File: src/srs_pkg.sv
package srs_pkg;

  // ==========================================================================
  // Register map
  localparam logic [7:0] SRS_STATUS_OFF = 8'h00;
  localparam logic [7:0] SRS_CTRL_OFF   = 8'h04;
  localparam logic [7:0] SRS_STATE_OFF  = 8'h08;
  localparam logic [7:0] SRS_FUSE_OFF   = 8'h0c;
  localparam int         SRS_PON_BIT    = 0;
  localparam int         SRS_EXT_BIT    = 1;
  localparam int         SRS_BOD_BIT    = 2;
  localparam int         SRS_WDT_BIT    = 3;
  localparam int         SRS_WDTEN_BIT  = 0;
  localparam logic [3:0] SRS_FLAGS_RST  = 4'h0;
  localparam logic       SRS_WDTEN_RST  = 1'b0;
  localparam logic [2:0] SRS_BOD_OFF_LVL = 3'h7;

  // ==========================================================================
  // Timing
  localparam int unsigned SRS_CLK_NS      = 20;
  localparam int unsigned SRS_BOD_MIN_NS  = 2000;
  localparam int unsigned SRS_BOD_MIN_CYC = (SRS_BOD_MIN_NS + SRS_CLK_NS - 1) / SRS_CLK_NS;
  localparam int unsigned SRS_STRETCH_NS [8] = '{20, 4100000, 4100000, 65000000,
                                                  20, 20, 4100000, 65000000};
  localparam int unsigned SRS_STRETCH_CYC_DEF [8] = '{
    SRS_STRETCH_NS[0] / SRS_CLK_NS, SRS_STRETCH_NS[1] / SRS_CLK_NS,
    SRS_STRETCH_NS[2] / SRS_CLK_NS, SRS_STRETCH_NS[3] / SRS_CLK_NS,
    SRS_STRETCH_NS[4] / SRS_CLK_NS, SRS_STRETCH_NS[5] / SRS_CLK_NS,
    SRS_STRETCH_NS[6] / SRS_CLK_NS, SRS_STRETCH_NS[7] / SRS_CLK_NS};

  // ==========================================================================
  // Types
  typedef enum logic [1:0] {SRS_HOLD, SRS_STRETCH, SRS_RUN} srs_phase_t;

  typedef struct packed {
    logic [1:0] startup_time_select_fuse;
    logic [3:0] clock_source_select_fuse;
    logic       reset_pin_disable_fuse;
    logic [2:0] brownout_level_fuse;
  } srs_fuse_t;

  typedef struct packed {
    logic      power_on_below;
    logic      reset_pin_n;
    logic      brownout_below;
    srs_fuse_t fuse;
  } srs_pins_t;

  typedef struct packed {
    srs_phase_t  phase;
    logic [23:0] cnt;
    logic [7:0]  bod_cnt;
    logic        bod_qual;
    logic        wdt_pulse;
    logic        core_reset;
    logic        release_pulse;
    logic [3:0]  flags;
    logic        wdt_en;
    logic        ack;
    logic [31:0] prdata;
    logic        pslverr;
  } srs_state_t;

endpackage

File: src/srs_reset_sequencer.sv
`timescale 1ns/10ps
`default_nettype none
// ============================================================================
// Reset source combiner and stretch sequencer with APB status access
module srs_reset_sequencer
  import srs_pkg::*;
#(
  parameter int unsigned STRETCH_CYC [8] = SRS_STRETCH_CYC_DEF
) (
  input  wire logic        pclk,
  input  wire logic        presetn,
  input  wire logic        psel,
  input  wire logic        penable,
  input  wire logic        pwrite,
  input  wire logic [7:0]  paddr,
  input  wire logic [31:0] pwdata,
  output logic      [31:0] prdata,
  output logic             pready,
  output logic             pslverr,
  input  wire logic        power_on_below,
  input  wire logic        reset_pin_n,
  input  wire logic        brownout_below,
  input  wire logic        watchdog_expire,
  input  wire logic [1:0]  startup_time_select_fuse,
  input  wire logic [3:0]  clock_source_select_fuse,
  input  wire logic        reset_pin_disable_fuse,
  input  wire logic [2:0]  brownout_level_fuse,
  output logic      [2:0]  brownout_threshold,
  output logic             io_reset_n,
  output logic             core_reset_n,
  output logic             vector_start
);

  // ==========================================================================
  // Input synchronisation
  localparam srs_pins_t PINS_RST = '{power_on_below: 1'b1, reset_pin_n: 1'b1, brownout_below: 1'b0,
                                     fuse: '{startup_time_select_fuse: 2'h0, clock_source_select_fuse: 4'h0,
                                             reset_pin_disable_fuse: 1'b0, brownout_level_fuse: SRS_BOD_OFF_LVL}};

  srs_pins_t pins_raw;
  srs_pins_t pins_s;

  assign pins_raw = '{power_on_below: power_on_below, reset_pin_n: reset_pin_n,
                      brownout_below: brownout_below,
                      fuse: '{startup_time_select_fuse: startup_time_select_fuse,
                              clock_source_select_fuse: clock_source_select_fuse,
                              reset_pin_disable_fuse: reset_pin_disable_fuse,
                              brownout_level_fuse: brownout_level_fuse}};

  srs_sync #(
    .W       ($bits(srs_pins_t)),
    .RST_VAL (PINS_RST)
  ) u_sync (
    .clk   (pclk),
    .rst_n (presetn),
    .d     (pins_raw),
    .q     (pins_s)
  );

  // ==========================================================================
  // Source qualification
  logic        pin_src;
  logic        bod_en;
  logic        any_src;
  logic [23:0] stretch_limit;
  logic [2:0]  stretch_sel;

  assign pin_src       = ~pins_s.reset_pin_n & ~pins_s.fuse.reset_pin_disable_fuse;
  assign bod_en        = pins_s.fuse.brownout_level_fuse != SRS_BOD_OFF_LVL;
  assign stretch_sel   = {pins_s.fuse.clock_source_select_fuse[3], pins_s.fuse.startup_time_select_fuse};
  assign stretch_limit = 24'(STRETCH_CYC[stretch_sel]);

  srs_state_t s;
  srs_state_t next_s;

  assign any_src = pins_s.power_on_below | pin_src | s.bod_qual | s.wdt_pulse;

  // ==========================================================================
  // Bus decode
  logic bus_access;
  logic bus_commit;

  assign bus_access = psel & penable & ~s.ack;
  assign bus_commit = psel & penable & s.ack;

  // ==========================================================================
  // Next state
  always_comb begin
    next_s               = s;
    next_s.release_pulse = 1'b0;
    // Watchdog expiry becomes a single-cycle reset pulse
    next_s.wdt_pulse     = watchdog_expire & s.wdt_en & ~s.wdt_pulse;
    // Brown-out filter: act only on drops longer than the minimum duration
    if (bod_en && pins_s.brownout_below) begin
      if (s.bod_cnt < 8'(SRS_BOD_MIN_CYC)) begin
        next_s.bod_cnt = s.bod_cnt + 8'h01;
      end else begin
        next_s.bod_qual = 1'b1;
      end
    end else begin
      next_s.bod_cnt  = 8'h00;
      next_s.bod_qual = 1'b0;
    end
    // Sequencer
    case (s.phase)
      SRS_HOLD: begin
        next_s.core_reset = 1'b1;
        next_s.cnt        = 24'h000000;
        if (!any_src) begin
          next_s.phase = SRS_STRETCH;
        end
      end
      SRS_STRETCH: begin
        if (any_src) begin
          next_s.phase = SRS_HOLD;
          next_s.cnt   = 24'h000000;
        end else if (s.cnt + 24'h000001 >= stretch_limit) begin
          next_s.phase         = SRS_RUN;
          next_s.core_reset    = 1'b0;
          next_s.release_pulse = 1'b1;
        end else begin
          next_s.cnt = s.cnt + 24'h000001;
        end
      end
      default: begin
        if (any_src) begin
          next_s.phase      = SRS_HOLD;
          next_s.core_reset = 1'b1;
        end
      end
    endcase
    // Software clears flags by writing zero
    if (bus_commit && pwrite && paddr == SRS_STATUS_OFF) begin
      next_s.flags = s.flags & pwdata[3:0];
    end
    if (bus_commit && pwrite && paddr == SRS_CTRL_OFF) begin
      next_s.wdt_en = pwdata[SRS_WDTEN_BIT];
    end
    // Hardware set wins over a clear in the same cycle
    if (pins_s.power_on_below) begin
      next_s.flags[SRS_PON_BIT] = 1'b1;
      next_s.flags[SRS_EXT_BIT] = 1'b0;
      next_s.flags[SRS_BOD_BIT] = 1'b0;
      next_s.flags[SRS_WDT_BIT] = 1'b0;
    end else begin
      if (pin_src) begin
        next_s.flags[SRS_EXT_BIT] = 1'b1;
      end
      if (s.bod_qual) begin
        next_s.flags[SRS_BOD_BIT] = 1'b1;
      end
      if (s.wdt_pulse) begin
        next_s.flags[SRS_WDT_BIT] = 1'b1;
      end
    end
    // APB: one wait state, read data captured in the first access cycle
    next_s.ack = bus_access;
    if (bus_access) begin
      next_s.pslverr = 1'b0;
      next_s.prdata  = 32'h00000000;
      if (paddr == SRS_STATUS_OFF) begin
        next_s.prdata = {28'h0000000, s.flags};
      end else if (paddr == SRS_CTRL_OFF) begin
        next_s.prdata = {31'h00000000, s.wdt_en};
      end else if (paddr == SRS_STATE_OFF) begin
        next_s.prdata = {27'h0000000, bod_en, s.bod_qual, s.core_reset, s.phase};
      end else if (paddr == SRS_FUSE_OFF) begin
        next_s.prdata = {22'h000000, pins_s.fuse};
      end else begin
        next_s.pslverr = 1'b1;
      end
    end
  end

  // ==========================================================================
  // State register; bus reset puts the core in reset
  always_ff @(posedge pclk or negedge presetn) begin
    if (!presetn) begin
      s <= '{phase: SRS_HOLD, cnt: 24'h000000, bod_cnt: 8'h00, bod_qual: 1'b0, wdt_pulse: 1'b0,
             core_reset: 1'b1, release_pulse: 1'b0, flags: SRS_FLAGS_RST, wdt_en: SRS_WDTEN_RST,
             ack: 1'b0, prdata: 32'h00000000, pslverr: 1'b0};
    end else begin
      s <= next_s;
    end
  end

  // ==========================================================================
  // Outputs
  // Port reset acts straight from the power-on and reset pins, without a clock
  assign io_reset_n         = ~(power_on_below | (~reset_pin_n & ~reset_pin_disable_fuse)
                                | s.core_reset);
  assign core_reset_n       = ~s.core_reset;
  assign vector_start       = s.release_pulse;
  assign brownout_threshold = pins_s.fuse.brownout_level_fuse;
  assign prdata             = s.prdata;
  assign pslverr            = s.pslverr & s.ack;
  assign pready             = s.ack;
endmodule
`default_nettype wire

File: src/srs_sync.sv
`timescale 1ns/10ps
`default_nettype none
// ============================================================================
// Two-stage synchroniser for asynchronous pins and fuses
module srs_sync #(
  parameter int                 W       = 1,
  parameter logic [W-1:0]       RST_VAL = '0
) (
  input  wire logic         clk,
  input  wire logic         rst_n,
  input  wire logic [W-1:0] d,
  output logic      [W-1:0] q
);

  typedef struct packed {
    logic [W-1:0] ff1;
    logic [W-1:0] ff2;
  } srs_sync_t;

  srs_sync_t s;
  srs_sync_t next_s;

  // Shift one stage per clock
  always_comb begin
    next_s.ff1 = d;
    next_s.ff2 = s.ff1;
  end

  // State register
  always_ff @(posedge clk or negedge rst_n) begin
    if (!rst_n) begin
      s <= {RST_VAL, RST_VAL};
    end else begin
      s <= next_s;
    end
  end

  assign q = s.ff2;

endmodule
`default_nettype wire

File: config.mk
export PLATFORM = sky130hd
export DESIGN_NAME = srs_reset_sequencer
export DESIGN_NICKNAME = d
export VERILOG_FILES = /design/src/srs_pkg.sv /design/src/srs_reset_sequencer.sv /design/src/srs_sync.sv
export SDC_FILE = /design/constraint.sdc
export NUM_CORES = 1
export LEC_CHECK = 0
export BUFFER_PORTS_ARGS = -buffer_cell sky130_fd_sc_hd__buf_2
export CORE_MARGIN = 5
export CORE_UTILIZATION = 48
export DETAILED_ROUTE_END_ITERATION = 8
export PLACE_DENSITY_LB_ADDON = 0.3
export SYNTH_ARGS = -nofsm -noshare
export SYNTH_HDL_FRONTEND = slang
export SYNTH_HIERARCHICAL = 1
export SYNTH_SLANG_ARGS = --single-unit
export TNS_END_PERCENT = 10
File: constraint.sdc
create_clock -name pclk -period 3.2 [get_ports pclk]
set_input_delay 0.64 -clock pclk [delete_from_list [all_inputs] [get_ports pclk]]
set_output_delay 0.64 -clock pclk [all_outputs]
set_load 0.005 [all_outputs]
# [Word-level counts from Yosys, hierarchy flattened]
# Memory sizes are Yosys's and may differ from the RTL's.
# Index checks and enable logic that the tools add are counted.
[word_totals] register_bits=103 latch_bits=0 ramBits=0 romBits=256 n_memories=1
[mem_list] memory="(no name shown)" words=8 word_bits=32 read_ports=1 rd_ports_with_merged_regs=0 wr=0 line_no="srs_reset_sequencer.sv:71" rtl="assign stretch_limit = 24'(STRETCH_CYC[stretch_sel]);"
[classes] n_addsub=2 multipliers=0 n_div=0 magnitude_cmp=3 eq_ne=12 shift=0 muxes=31 bitwise_logic=23 n_reduce_logical=15
[op_table] op="24-bit two-way mux" count=3
[op_table] op="24-bit case mux with 2 select lines" count=1
[op_table] op="32-bit two-way mux" count=1
[op_table] op="10-bit two-way mux" count=3
[op_table] op="26-bit two-way mux" count=1
[op_table] op="24-bit by 1-bit adder with 24-bit output (second input constant)" count=1
[op_table] op="24-bit greater-or-equal comparator" count=1
[op_table] op="8-bit by 4-bit equality test with 1-bit output (second input constant)" count=2
[op_table] op="3-bit nonzero test" count=4
[op_table] op="1-bit two-way mux" count=11
[op_table] op="2-bit two-way mux" count=5
[op_table] op="9-bit two-way mux" count=1
[op_table] op="3-bit != test (second input constant)" count=3
[op_table] op="8-bit by 1-bit adder with 8-bit output (second input constant)" count=1
[op_table] op="1-bit bitwise AND" count=8
[op_table] op="8-bit by 3-bit equality test with 1-bit output (second input constant)" count=1
[op_table] op="8-bit zero test" count=1
[op_table] op="8-bit by 7-bit less-than comparator with 1-bit output (second input constant)" count=1
[op_table] op="8-bit two-way mux" count=1
[op_table] op="2-bit != test (second input constant)" count=4
[op_table] op="1-bit NOT" count=8
[op_table] op="3-bit AND reduction" count=2
[op_table] op="1-bit OR" count=5
[op_table] op="4-bit bitwise AND" count=1
[op_table] op="12 further kinds" count=16

# [Depth between registers and ports, before layout]
# Gate-level depths: netlist of the first run.
[depth] depth_word=8 ltp_mapped=15

# [Cells and area by module]
# The synthesis of the first run kept the hierarchy.
[modules_own_cells] mod="srs_reset_sequencer" instances=1 cells_per_inst=392 area_each_um2=3652.3 seq_area_each_um2=1377.6
[modules_own_cells] mod="srs_sync" instances=1 cells_per_inst=26 area_each_um2=663.1 seq_area_each_um2=663.1

# [Worst setup path after synthesis of the first run]
# OpenSTA, ideal clock, no wires.
[synth_path] kind="register -> register" startpoint="register u_sync.s (netlist bit u_sync/q[8])" endpoint="register s[56] in the netlist's numbering" setup_time_ps=125 arrival_time_ps=3128 required_ps=3075 path_slack_ps=-52 path_stages_with_launch=13 n_path_buf=0 path_cell_list="dfrtp_1 -> inv_1 -> ha_1 -> mux2_2 -> ha_1 -> nor4b_1 -> a21oi_1 -> a2111oi_0 -> a21oi_1 -> o311ai_1 -> nand3_4 -> a21oi_4 -> mux2_2"
[synth_via] elab_chain_cells=7
[synth_rtl] element="start, declared" line_no="srs_sync.sv:20" rtl="srs_sync_t s;"
[synth_rtl] element="start signal, assigned" line_no="srs_sync.sv:32" rtl="s <= {RST_VAL, RST_VAL};"
[synth_rtl] element="start signal, assigned" line_no="srs_sync.sv:34" rtl="s <= next_s;"
[synth_rtl] element="3-bit NOT with 4-bit output (implied by the code)" line_no="srs_reset_sequencer.sv:71"
[synth_rtl] element="memory read 8 x 32 bit"
[synth_rtl] element="24-bit two-way mux (implied by the code) (2 in a row)" line_no="srs_reset_sequencer.sv:71"
[synth_rtl] element="24-bit greater-or-equal comparator" line_no="srs_reset_sequencer.sv:117" rtl="end else if (s.cnt + 24'h000001 >= stretch_limit) begin"
[synth_rtl] element="3-bit != test (no line)"
[synth_rtl] element="2-bit AND reduction (no line)"
[synth_rtl] element="end signal, assigned" line_no="srs_reset_sequencer.sv:179" rtl="s <= '{phase: SRS_HOLD, cnt: 24'h000000, bod_cnt: 8'h00, bod_qual: 1'b0, wdt_pulse: 1'b0,"
[synth_rtl] element="end signal, assigned" line_no="srs_reset_sequencer.sv:183" rtl="s <= next_s;"
[synth_rtl] element="end, declared" line_no="srs_reset_sequencer.sv:73" rtl="srs_state_t s;"
# Every way passes these cells. The select of a mux whose other input is x is not followed.
# A chain may end at the register's enable or synchronous reset.

# [Worst setup path after layout of the first run]
[layout_path] startpoint="register s[51] in the netlist's numbering" endpoint="register s[68] in the netlist's numbering"
[layout_via] elab_chain_cells=4 word_cells_on_any_way=7 cone_classes="add/sub (1); order compare (1); eq/ne (1); mux (3); reduce/logical (1)"
[layout_rtl] element="24-bit by 1-bit adder with 24-bit output (*)" line_no="srs_reset_sequencer.sv:117, srs_reset_sequencer.sv:122"
[layout_rtl] element="24-bit greater-or-equal comparator or 24-bit two-way mux (tied branches)" line_no="srs_reset_sequencer.sv:117"
[layout_rtl] element="3-bit != test (no line) or 26-bit two-way mux (tied branches)"
[layout_rtl] element="2-bit AND reduction (no line) or 24-bit case mux with 2 select lines (tied branches)"
# Mark *: on every way between the ends. The rest lies on a longest branch, timed or not. The select of a mux whose other input is x is not followed.

==> results list, run 1 <==
- DRC violations left: 0
* Startpoint type of the worst setup path: flip-flop
- Required time at the worst-slack endpoint: 3.47 ns
- Fillers: 705
- IR analysis of the VDD net gives a maximum drop of 0.000290 V.
- Clock period minus final worst setup slack: 3.10 ns
- The tightest hold path in the finished design has a slack of 0.354 ns.
- I/O Pins: 99
* Routed via count divided by cell count: 5.38
* Number of global-route vias before repair: 3371
* Maximum clock frequency: 323 MHz
- The flow ran to the end, and the final reports show no timing, DRC or antenna violations.
- Once layout is done, the placed cells without fillers occupy 5320 um2.
- In this run, distinct cell masters in the synthesized netlist total 58.
- Starting density of the core: 49.5%
- In this run the cell area measured after placement is 4770 um2.
* Share of final-layout standard cells stronger than drive strength 1: 35.7%
* Combined area of the multi-input logic cells: 2230 um2
- Final setup violation count: 0
- Of all nets on the critical path, the largest fanout is 4.
* Largest net degree at the start of global routing: 82
- Final Hold Viols: 0
* Average footprint of a synthesized cell: 10.3 um2
- After routing, the total negative slack on setup checks comes to 0 ns.
* Clock transition at the registers of the reported paths: 0.09 ns
- In the synthesized netlist, the number of instances is 418.
- The initialized floorplan defines 34 standard-cell rows.
- Clock tree from TritonCTS: yes
- Non-filler instance count after layout: 615
* Final setup slack of the worst path: 0.100 ns
- Unrepaired setup endpoints after global routing: true
* # placed instances: 590
- The floorplan step set the die width to 105 um.
* Worst slew margin relative to its limit: 34.6%
- Prior to clock tree synthesis, the placed netlist has a worst setup slack of -0.256 ns.
* Leakage power: 0.00257 uW
- Once detail routing completed, the nets flagged for antenna violations numbered 0.
- Counting flops and latches in the post-synthesis netlist gives 81.
- RD Place Congestion: 0.849
- Library cell used as clock root buffer: sky130_fd_sc_hd__clkbuf_8
* Peak per-stage delay on the critical path: 0.42 ns
* Sequential area share after synthesis: 47.3%
- Slowest-stage cell, CP: sky130_fd_sc_hd__dfrtp_1
- After clock tree synthesis, the flow added hold-fix buffers numbering 0.
- Cell area after technology mapping: 4320 um2
* Critical Path Most Common Cell: sky130_fd_sc_hd__buf_4
- The first global-routing pass estimated 15900 um of wire.
* Routed WL: 9790 um
- The die is 105 um tall.
- Max-cap violations in this run came to 0.
* Total power divided by cell area: 391 nW/um2
- Leaving out fill and tap cells, the most frequent cells in the layout are 69 x sky130_fd_sc_hd__dfrtp_1, 47 x sky130_fd_sc_hd__buf_2, 47 x sky130_fd_sc_hd__buf_4.
- Iter 0 DRT Violations: 187
* Clock Tree Buf Depth: 2
- Slew Viols, Final: 0
- Number of diodes: 0
* Clock latency on the worst-skew pair: 0.36 ns
- The clock drives 81 sinks.
- Port buffer count: 48
- Initial antenna violation count: 0
- Overall routing resource usage: 17.4%
- Critical setup path kind: flip-flop to flip-flop
- Core region area: 8720 um2
* Average routed wire per standard cell: 15.9 um
- Once detailed placement completed, the half-perimeter wirelength came to 6970 um.
- At the pin with the least slew margin, the transition time is 0.981 ns.
* Post-synth ARST share: 100%
* Worst setup EP type: flip-flop
* Cell chain of the critical path: ha_2 > nand3_2 > or2_4 > or3_4 > xnor2_1 > ha_1 > nand4_1 > nor2_2 > o311ai_2 > buf_4 > nand3_4 > a21oi_4 > buf_4 > buf_4 > o21ai_0
- The final route contains 3311 vias.
* Predominant post-synthesis flop cell: sky130_fd_sc_hd__dfrtp_1
- Number of levels the H-tree was split into: 3
* Sequential cell area: 2040 um2
- Leaving out fill and tap cells, the most frequent cell in the layout is sky130_fd_sc_hd__dfrtp_1.
- Layout overhead on the synthesized area: 23.2%
- Global-route congestion overflow total: 0
* Final #Nets: 581
- Post-route clock period utilization: 96.9%
- TritonCTS created 9 clock buffers.
* Hold Crit Class: flip-flop to flip-flop
* Kind of cell adding the most delay to the critical path: simple AND/OR/NAND/NOR gates
- Counting both buffers and inverters, the worst setup path holds a total of 3.
- Data arrives at the worst endpoint at 3.37 ns.
- Synthesis warning total: 6
- Clock skew on the completed layout was measured at 0.0115 ns.
* Number of iterations in the first detailed-routing pass: 4
- Die area: 11000 um2
- Number of enable flip-flop cells after synthesis: 0
==> area by class of cell <==
| type | count | area share (%) |
|---|---|---|
| clock buffers | 10 | 2.40 |
| clock inverters | 6 | 1.27 |
| inverters | 23 | 1.67 |
| multi-input cells | 290 | 42.0 |
| flip-flops and latches | 81 | 38.4 |
| well taps | 108 | 2.54 |
| repair buffers | 97 | 11.7 |
==> registers in the layout, indices dropped and copies added, names as in the netlist <==
signal	cells
s	43
u_sync/next_s	13
u_sync/q	13
prdata	10
pready	1
vector_start	1
==> Yosys cell counts (2+ instances only) <==
| master | count | area (um2) |
|---|---|---|
| sky130_fd_sc_hd__a311oi_1 | 2 | 17.5 |
| sky130_fd_sc_hd__and2b_2 | 2 | 17.5 |
| sky130_fd_sc_hd__ha_1 | 20 | 250 |
| sky130_fd_sc_hd__o311ai_1 | 2 | 17.5 |
| sky130_fd_sc_hd__nor2b_1 | 2 | 12.5 |
| sky130_fd_sc_hd__mux2i_1 | 14 | 140 |
| sky130_fd_sc_hd__xnor2_1 | 20 | 175 |
| sky130_fd_sc_hd__or3_2 | 3 | 22.5 |
| sky130_fd_sc_hd__nand2_1 | 33 | 124 |
| sky130_fd_sc_hd__nand4_1 | 5 | 31.3 |
| sky130_fd_sc_hd__or3_1 | 3 | 18.8 |
| sky130_fd_sc_hd__mux2_2 | 3 | 33.8 |
| sky130_fd_sc_hd__nand2b_1 | 2 | 12.5 |
| sky130_fd_sc_hd__o21ai_0 | 17 | 85.1 |
| sky130_fd_sc_hd__and4_1 | 2 | 17.5 |
| sky130_fd_sc_hd__inv_1 | 23 | 86.3 |
| sky130_fd_sc_hd__buf_4 | 34 | 255 |
| sky130_fd_sc_hd__xor2_1 | 3 | 26.3 |
| sky130_fd_sc_hd__a41oi_1 | 3 | 26.3 |
| sky130_fd_sc_hd__nor3_1 | 5 | 25.0 |
| sky130_fd_sc_hd__a22o_1 | 9 | 78.8 |
| sky130_fd_sc_hd__a21oi_1 | 12 | 60.1 |
| sky130_fd_sc_hd__dfstp_2 | 11 | 289 |
| sky130_fd_sc_hd__a21o_1 | 2 | 15.0 |
| sky130_fd_sc_hd__nor2_1 | 30 | 113 |
| sky130_fd_sc_hd__nand3_1 | 21 | 105 |
| sky130_fd_sc_hd__buf_6 | 2 | 22.5 |
| sky130_fd_sc_hd__nor4_1 | 4 | 25.0 |
| sky130_fd_sc_hd__and2_1 | 3 | 18.8 |
| sky130_fd_sc_hd__clkbuf_1 | 8 | 30.0 |
| sky130_fd_sc_hd__dfrtp_1 | 70 | 1750 |
| sky130_fd_sc_hd__a31oi_1 | 8 | 50.1 |
| sky130_fd_sc_hd__o211a_1 | 2 | 20.0 |
| sky130_fd_sc_hd__and3_1 | 9 | 56.3 |
| sky130_fd_sc_hd__or2_2 | 3 | 18.8 |
| sky130_fd_sc_hd__o211ai_1 | 4 | 30.0 |
==> worst register-to-register path, cell delays in order (launching register included) <==
cell and delay, ns:
sky130_fd_sc_hd__dfrtp_1 0.42, sky130_fd_sc_hd__ha_2 0.23, sky130_fd_sc_hd__nand3_2 0.08, sky130_fd_sc_hd__or2_4 0.29, sky130_fd_sc_hd__or3_4 0.40, sky130_fd_sc_hd__xnor2_1 0.14
sky130_fd_sc_hd__ha_1 0.32, sky130_fd_sc_hd__nand4_1 0.11, sky130_fd_sc_hd__nor2_2 0.14, sky130_fd_sc_hd__o311ai_2 0.10, sky130_fd_sc_hd__buf_4 0.16, sky130_fd_sc_hd__nand3_4 0.08
sky130_fd_sc_hd__a21oi_4 0.09, sky130_fd_sc_hd__buf_4 0.17, sky130_fd_sc_hd__buf_4 0.14, sky130_fd_sc_hd__o21ai_0 0.14
==> cell families after synthesis <==
kind of cell	share of synthesized area (%)
other	0.0869
AOI/OAI and AO/OA	11.8
muxes	4.55
xor gates and xnor gates	4.67
buffers and inverters	9.25
adders and majority gates	5.80
and+or+nand+nor	16.6
DFF	47.3
==> metal layers <==
layer	share of wire, %	GRT usage (%)	wire length, um
met1	43	23.4	4230
met2	50	28.1	4850
met3	5.9	3.70	576
met4	1.3	5.94	125
met5	0	0	0
==> report_power, final <==
part / internal, uW / leakage (uW) / switching [uW]
sequential: 1060 / 0.00104 / 22.6
combinational: 108 / 0.00144 / 128
clock: 364 / 0.0000929 / 397
==> per-stage QoR <==
step                total power, uW  util, %
floorplan                      1200        -
global placement               1280     54.7
detailed placement             1290     54.7
CTS                            2060     57.4
global route                   2170     61.0
finish                         2080     61.0
==> final timing paths <==
| path | endpoint | slack (ns) | cells past startpoint | startpoint |
|---|---|---|---|---|
| max | s[68]$_DFFE_PN0P_ | 0.10 | 15 | s[51]$_DFFE_PN0P_ |
| min | u_sync/q[6]$_DFF_PN0_ | 0.35 | 0 | u_sync/next_s[6]$_DFF_PN0_ |
| max reg2reg | s[68]$_DFFE_PN0P_ | 0.10 | 15 | s[51]$_DFFE_PN0P_ |
| min reg2reg | u_sync/q[6]$_DFF_PN0_ | 0.35 | 0 | u_sync/next_s[6]$_DFF_PN0_ |
| max in group asynchronous | s[53]$_DFFE_PN0P_ | 2.11 | 1 | presetn |
| min in group asynchronous | s[57]$_DFFE_PN0P_ | 0.42 | 1 | presetn |
==> what timing repair did <==
action | in CTS | in global routing
resized for setup | 8 | 47
pin swaps | 6 | 24
endpoints found under the setup margin | 27 | 27
gates cloned | 0 | 0
buffers inserted | 1 | 8
No activity file was read; power rests on OpenSTA's default activity.
==> run 2, diff against run 1 <==
REMOVE_ABC_BUFFERS = 1   (was not set)
==> results list, run 2 (synthesized netlist as in run 1, its figures left out) <==
* Run status: finished clean
* Count of cell instances traversed by the critical path: 16 (+1)
- The cell leakage power was 0.00257 uW (about the same).
* Number of global-route vias before repair: 3277 (-2.8%)
- Final setup violation count: 0 (unchanged)
- Clock period minus final worst setup slack: 3.14 ns (+0.0451 ns)
- Worst reg2reg path endpoint: s[74]$_DFFE_PN0P_
- Worst setup EP type: flip-flop
* Met2 track utilization from global routing: 29.6% (+1.6 points)
- Fillers: 697 (-1.1%)
* Critical setup path kind: flip-flop to flip-flop
- Number of diodes: 0 (unchanged)
* Number of levels the H-tree was split into: 3 (unchanged)
* Slew Viols, Final: 0 (unchanged)
- Clock Tree Buf Depth: 2 (unchanged)
- By instance count, the cell type seen most on the critical path is sky130_fd_sc_hd__nand3_2.
* Clock tree from TritonCTS: yes
- Routed via count divided by cell count: 5.25 (-2.4%)
- The largest driver fanout on the critical path came to 8 (+4).
* Clock transition at the registers of the reported paths: 0.09 ns (about the same)
- Startpoint type of the worst setup path: flip-flop
- The hold-fix buffer count after cts came to 0 (unchanged).
* Number of maximum-capacitance constraint violations: 0 (unchanged)
- The later-pin clock latency in the skew report came to 0.36 ns (about the same).
- The overall routing resource usage is 17.5% (+0.053 points).
- The number of rows created at floorplan came to 34 (unchanged).
- The depth of the worst register-to-register path came to 16 (+1).
* Post-route clock period utilization: 98.3% (+1.4 points)
- The top cell types in the final layout, fill and taps aside, are 69 x sky130_fd_sc_hd__dfrtp_1, 47 x sky130_fd_sc_hd__buf_2, 42 x sky130_fd_sc_hd__buf_4.
- The placed instance count came to 591 (+0.17%).
- The detailed-router iteration count before antenna repair is 4 (unchanged).
- The sink count of the clock tree is 81 (unchanged).
- The hold violation total from the final report came to 0 (unchanged).
- In this run the most critical hold path is launched from u_sync/next_s[6]$_DFF_PN0_.
* Core region area: 8720 um2 (unchanged)
- Width of the die: 105 um (unchanged)
- The sum of overflow across all layers after global routing was 0 (unchanged).
* Routing usage on met3: 3.27% (-0.43 points)
- Routed WL: 9680 um (-1.1%)
- Wire length of the first global-routing pass: 15800 um (-0.30%)
- The setup slack of the worst register-to-register path came to 0.06 ns (-0.05 ns).
- Worst-margin pin slew: 1.02 ns (+0.0344 ns)
* I/O Pins: 99 (unchanged)
- The area of the die is 11000 um2 (unchanged).
- Number of buffers created by CTS: 9 (unchanged)
* Global-route met1 utilization: 23.2% (-0.22 points)
- Slowest-stage cell, CP: sky130_fd_sc_hd__dfrtp_1
- Peak per-stage delay on the critical path: 0.41 ns (about the same)
- The number of buffers inserted by port buffering was 48 (unchanged).
* Detail Route Antenna Nets: 0 (unchanged)
* Layout overhead on the synthesized area: 23.1%
* RD Place Congestion: 0.837 (-1.4%)
* Leading cell type in the layout, fill and taps excluded: sky130_fd_sc_hd__dfrtp_1
- The final cell count without fillers is 614 (-0.16%).
- Grouping stages by cell kind, the critical path spends the most delay in simple AND/OR/NAND/NOR gates.
- Combined area of the multi-input logic cells: 2190 um2 (-2.1%)
- The highest ir drop seen on vdd came to 0.000298 V (+2.7%).
* Chip height: 105 um (unchanged)
- Register with the most flip-flops: s
- Required time at the worst-slack endpoint: 3.45 ns (-0.02 ns)
- Vias: 3226 (-2.6%)
- Worst slew margin relative to its limit: 32.3% (-2.3 points)
* Maximum clock frequency: 318 MHz (-1.4%)
- In this run the worst setup path terminates at s[74]$_DFFE_PN0P_.
* Hold Crit Class: flip-flop to flip-flop
* Library cell used as clock root buffer: sky130_fd_sc_hd__clkbuf_8
* Startpoint of the worst-slack reg-to-reg timing path: s[52]$_DFFE_PN0P_
* Number of buffers and inverters on the critical path: 3 (unchanged)
- Setup repair after global routing could not meet its margin everywhere.
- The sum of net half-perimeters after detailed placement was 6920 um (-0.81%).
- After global routing, the most crowded layer is met2.
- The flip-flop count of the largest register after layout is 43 (unchanged).
- Share of final-layout standard cells stronger than drive strength 1: 35.2% (-0.52 points)
- The post-route total power was 2120 uW (+2.1%).
* Initial antenna violation count: 0 (unchanged)
* Final #Nets: 580 (-0.17%)
- Average routed wire per standard cell: 15.8 um (-0.97%)
- The first-iteration detailed-routing DRC count is 118 (-37%).
- Cell chain of the critical path: ha_2 > nand3_2 > or2_4 > buf_6 > nor2_4 > nand2_2 > xnor2_2 > ha_1 > nand3_2 > a31oi_1 > o311ai_1 > buf_4 > nand3_4 > a21oi_4 > buf_12 > and2b_2
- The maximum number of pins on one net before global-route repair is 82 (unchanged).
* Starting density of the core: 49.5% (unchanged)
- The arrival time of data at the critical path endpoint came to 3.39 ns (+0.02 ns).
- The critical path starts at s[52]$_DFFE_PN0P_.
* Total power divided by cell area: 399 nW/um2 (+2.2%)
* DRC violations left: 0 (unchanged)
- The setup skew after layout was 0.0140 ns (+0.00245 ns).
* Sequential cell area: 2040 um2 (unchanged)
run 2: cell count changes in the layout (fill, tap and decap cells not counted), moves of 2 or more:
cell,before,now
sky130_fd_sc_hd__buf_12,0,2
sky130_fd_sc_hd__buf_4,47,42
sky130_fd_sc_hd__buf_6,3,5
sky130_fd_sc_hd__ha_1,14,16
sky130_fd_sc_hd__ha_2,3,1
sky130_fd_sc_hd__inv_1,22,20
sky130_fd_sc_hd__inv_2,0,3
run 2: metal layers:
metal,wire length [um],up-vias,share of wire (%)
met5,0,-,0
met2,4840,82,50
met4,133,0,1.4
met3,528,14,5.5
li1,-,1583,-
met1,4180,1547,43
run 2: report_power, final:
group	leakage (uW)	total [uW]	switching, uW	internal, uW
Combinational	0.00143	238	128	110
Clock	0.000105	805	412	393
Sequential	0.00104	1080	20.2	1060
run 2: worst min-delay path by stage:
| stage | slack, ns | to | cells after the start |
|---|---|---|---|
| 6_report | 0.34 | u_sync/q[6]$_DFF_PN0_ | 0 |
| 5_1_grt | 0.35 | u_sync/q[6]$_DFF_PN0_ | 0 |
| 4_1_cts | 0.35 | u_sync/q[6]$_DFF_PN0_ | 0 |
| 3_5_place_dp | 0.33 | u_sync/q[10]$_DFF_PN0_ | 0 |
| 3_3_place_gp | 0.33 | u_sync/q[6]$_DFF_PN0_ | 0 |
| 2_1_floorplan | 0.33 | u_sync/q[10]$_DFF_PN0_ | 0 |
run 2: area by class of cell:
class	instances	area share, %
clock inverters	6	1.41
flip-flops and latches	81	38.4
multi-input cells	290	41.2
well taps	108	2.54
clock buffers	10	2.59
repair buffers	96	12.2
inverters	23	1.63
run 2: stage by stage:
step                      utilization [%]  area (um2)  hold slack, ns   TNS [ns]  setup WS (ns)
final                                60.9        5310           0.342          0         0.0551
after global routing                 60.9        5310           0.350      -1.49         -0.134
after CTS                            58.5        5100           0.346  -0.000311      -0.000311
after detailed placement             54.9        4790           0.335      -3.45         -0.203
after global placement               54.9        4790           0.332      -2.26         -0.147
after floorplan                         -        4080           0.331     -0.659         -0.231
run 2: what timing repair did:
item,in CTS,in global routing
pin swaps,8,28
setup endpoints to repair,26,26
gates resized for setup,24,31
buffers inserted,1,6
==> run 3, diff against run 2 <==
ABC_AREA = 1   (was not set)
==> results list, run 3 <==
- Peak per-stage delay on the critical path: 0.43 ns (+0.02 ns)
* Post-Route Setup TNS: 0 ns (unchanged)
- The slowest stage of the critical path is the sky130_fd_sc_hd__dfrtp_1 cell.
* Run status: finished clean
- The setup slack of the worst register-to-register path is 0.35 ns (+0.30 ns).
- Startpoint of the worst-slack reg-to-reg timing path: s[54]$_DFFE_PN0P_
* Final #Nets: 683 (+18%)
- Cell chain of the critical path: nand2_2 > nor2_4 > nand3_1 > or2_2 > xor2_1 > inv_1 > ha_1 > nand2_1 > nor2_1 > nand2_1 > nor2_1 > nand2_1 > nand2_1 > nand2_2 > nand3_4 > nand3_4 > buf_4 > nand2_1 > nand2_1
- Chip height: 107 um (+2.3%)
- Instance area at placement: 4800 um2 (about the same)
- The largest driver fanout on the critical path is 10 (+2).
- The highest ir drop seen on vdd is 0.000319 V (+7.0%).
- The count of filler cells inserted in the layout was 842 (+21%).
- Iter 0 DRT Violations: 173 (+47%)
- The number of flops mapped to enable cells by yosys is 0 (unchanged).
- Library cell with the largest summed area after synthesis: sky130_fd_sc_hd__dfrtp_1
- The clock transition at the registers of the reported paths came to 0.09 ns (about the same).
- The fraction of the cycle the final worst path needs was 89.0% (-9.3 points).
* Worst Hold Path Cells: 0 (unchanged)
- The maximum clock insertion buffer count was 2 (unchanged).
* Final Hold Viols: 0 (unchanged)
- The number of endpoints failing setup at the final stage came to 0 (unchanged).
* Number of global-route vias before repair: 3446 (+5.2%)
- The max-slew violation total from the final report is 0 (unchanged).
- Synthesized instance count: 555 (+33%)
* Required time at the worst-slack endpoint: 3.44 ns (about the same)
- By area the synthesized netlist is led by sky130_fd_sc_hd__dfrtp_1 39%, sky130_fd_sc_hd__nand2_1 11%, sky130_fd_sc_hd__dfstp_2 6.4%.
- The minimum hold slack was 0.345 ns (+0.00272 ns).
* Register-to-Register Path Depth: 19 (+3)
- The cell leakage power came to 0.00266 uW (+3.2%).
- Clock period minus final worst setup slack: 2.85 ns (-0.298 ns)
- Min-Delay Endpoint: u_sync/q[6]$_DFF_PN0_
* Number of levels the H-tree was split into: 3 (unchanged)
- Routed via count divided by cell count: 4.91 (-6.5%)
* Post-synth ARST share: 100% (unchanged)
- Register with the most flip-flops: s
* Worst slew margin relative to its limit: 33.1% (+0.82 points)
- The portion of synthesized cell area occupied by the leading cell type came to 38.6% (-1.9 points).
- Library cell used as clock root buffer: sky130_fd_sc_hd__clkbuf_8
- Most frequent cells in the layout: 133 x sky130_fd_sc_hd__nand2_1, 69 x sky130_fd_sc_hd__dfrtp_1, 64 x sky130_fd_sc_hd__inv_1, 64 x sky130_fd_sc_hd__nor2_1, 47 x sky130_fd_sc_hd__buf_2
- Worst-margin pin slew: 1.00 ns (-0.0123 ns)
- Number of iterations in the first detailed-routing pass: 4 (unchanged)
* RD Place Congestion: 0.822 (-1.8%)
* Share of final-layout standard cells stronger than drive strength 1: 17.9% (-17 points)
- Hold Crit Class: flip-flop to flip-flop
- Among the stages of the critical path, the cell type that occurs most often is sky130_fd_sc_hd__nand2_1.
- The post-synthesis average cell area was 8.17 um2 (-21%).
- The overall routing resource usage was 16.9% (-0.62 points).
- Leading cell type in the layout, fill and taps excluded: sky130_fd_sc_hd__nand2_1
- Design Area, Final: 5040 um2 (-5.1%)
- TritonCTS built the clock tree.
- The maximum number of pins on one net before global-route repair was 82 (unchanged).
* Most used standard cells in the synthesized netlist: 134 x sky130_fd_sc_hd__nand2_1, 70 x sky130_fd_sc_hd__dfrtp_1, 64 x sky130_fd_sc_hd__inv_1, 64 x sky130_fd_sc_hd__nor2_1, 32 x sky130_fd_sc_hd__buf_4
- Final cell utilization of the core: 54.5% (-6.4 points)
* Cell area after technology mapping: 4530 um2 (+5.0%)
- The residual DRC count came to 0 (unchanged).
- Worst clock skew: 0.0148 ns (+0.000858 ns)
- STA classifies the critical path endpoint as a flip-flop.
- Number of buffers created by CTS: 9 (unchanged)
- Half-perimeter wire length of the detailed placement result: 6670 um (-3.5%)
- Data arrival time of the worst path: 3.08 ns (-0.31 ns)
- The number of nets with antenna violations after routing is 0 (unchanged).
- Core Rows: 35 (+2.9%)
* Vias: 3627 (+12%)
- The starting utilization of the core area came to 49.1% (-0.42 points).
- The number of warning messages in the yosys log came to 6 (unchanged).
- Maximum clock frequency: 351 MHz (+10%)
* Total power divided by cell area: 406 nW/um2 (+1.6%)
- Critical setup path kind: flip-flop to flip-flop
* Flops & latches, synth: 81 (unchanged)
- The worst setup path is launched from a flip-flop.
* Flip-flop count of the largest register after layout: 43 (unchanged)
- Number of maximum-capacitance constraint violations: 0 (unchanged)
- Port buffer count: 48 (unchanged)
* Routed WL: 9230 um (-4.6%)
* Predominant post-synthesis flop cell: sky130_fd_sc_hd__dfrtp_1
- Global-route congestion overflow total: 0 (unchanged)
- The per-cell routed wire length is 12.5 um (-21%).
* Width of the die: 107 um (+2.3%)
- The first-pass GRT wire length came to 15600 um (-1.3%).
- The number of diodes is 0 (unchanged).
- Core region area: 9240 um2 (+6.0%)
- Startpoint of the lowest-slack hold path: u_sync/next_s[6]$_DFF_PN0_
* Layout overhead on the synthesized area: 11.2%
- Worst reg2reg path endpoint: s[58]$_DFFE_PN0P_
* Clock latency on the worst-skew pair: 0.36 ns (about the same)
- I/O Pins: 99 (unchanged)
* Die area: 11500 um2 (+4.6%)
* CTS sink count: 81 (unchanged)
* Most common cell in the netlist: sky130_fd_sc_hd__nand2_1
* Sequential area share after synthesis: 45.0% (-2.3 points)
- Distinct cell type count of the synthesized netlist: 42 (-28%)
* Initial antenna violation count: 0 (unchanged)
[run 3: what timing repair did]
action | in CTS | in global routing
gates resized for setup | 0 | 5
buffers inserted | 0 | 1
setup endpoints to repair | 0 | 26
hold buffers | 0 | 0
[run 3: final cells by class]
cell class	instances	area, um2	share of cell area, %
Clock buffer	10	128	2.53
Clock inverter	6	91.3	1.81
Inverter	65	244	4.84
Multi-Input combinational cell	387	2040	40.4
Sequential cell	81	2040	40.5
Tap cell	129	161	3.20
Timing Repair Buffer	60	337	6.68
[run 3: worst max-delay path: cells and delay by family, from the launching register on]
| family | cells | cell delay (ns) |
|---|---|---|
| and+or+nand+nor | 15 | 1.53 |
| DFF | 1 | 0.43 |
| buffers and inverters | 2 | 0.29 |
| xor gates and xnor gates | 1 | 0.17 |
| adders and majority gates | 1 | 0.29 |
[run 3: through the flow]
step | total power (uW) | cells | worst slack (ns)
after floorplan | 1170 | 533 | 0.436
after global placement | 1240 | 721 | 0.210
after detailed placement | 1250 | 721 | 0.146
after CTS | 2070 | 737 | 0.118
after global routing | 2140 | 738 | -0.000411
final | 2050 | 738 | 0.353
[run 3: logic make-up (layout without fill, tap and decap cells)]
kind of cell | Yosys count | count (layout) | synth area share [%]
XOR/XNOR | 13 | 13 | 2.51
flip-flops | 81 | 81 | 45.0
buffers and inverters | 108 | 141 | 12.1
multiplexers | 1 | 1 | 0.221
AO/OA/AOI/OAI | 54 | 54 | 6.65
adder cells (fa/ha/maj) | 20 | 20 | 5.52
other | 1 | 22 | 0.0827
AND/OR/NAND/NOR | 277 | 277 | 27.9
[run 3: how the worst max path moves through the flow]
stage / from / endpoint
6_report: s[54]$_DFFE_PN0P_ / s[58]$_DFFE_PN0P_
5_1_grt: s[51]$_DFFE_PN0P_ / s[52]$_DFFE_PN0P_
4_1_cts: s[51]$_DFFE_PN0P_ / s[54]$_DFFE_PN0P_
3_5_place_dp: s[51]$_DFFE_PN0P_ / s[54]$_DFFE_PN0P_
3_3_place_gp: s[51]$_DFFE_PN0P_ / s[52]$_DFFE_PN0P_
2_1_floorplan: s[51]$_DFFE_PN0P_ / s[51]$_DFFE_PN0P_
[run 3: report_power, final]
part,total (uW),switching [uW],internal (uW)
Clock,816,372,444
Sequential,1070,15.3,1050
Combinational,161,111,50.2
[run 3: per-layer routing]
metal	vias up	track usage, %	wire length [um]
li1	1821	-	-
met1	1698	22.6	4180
met2	95	27.3	4360
met3	13	3.85	563
met4	0	5.11	123
met5	-	0	0
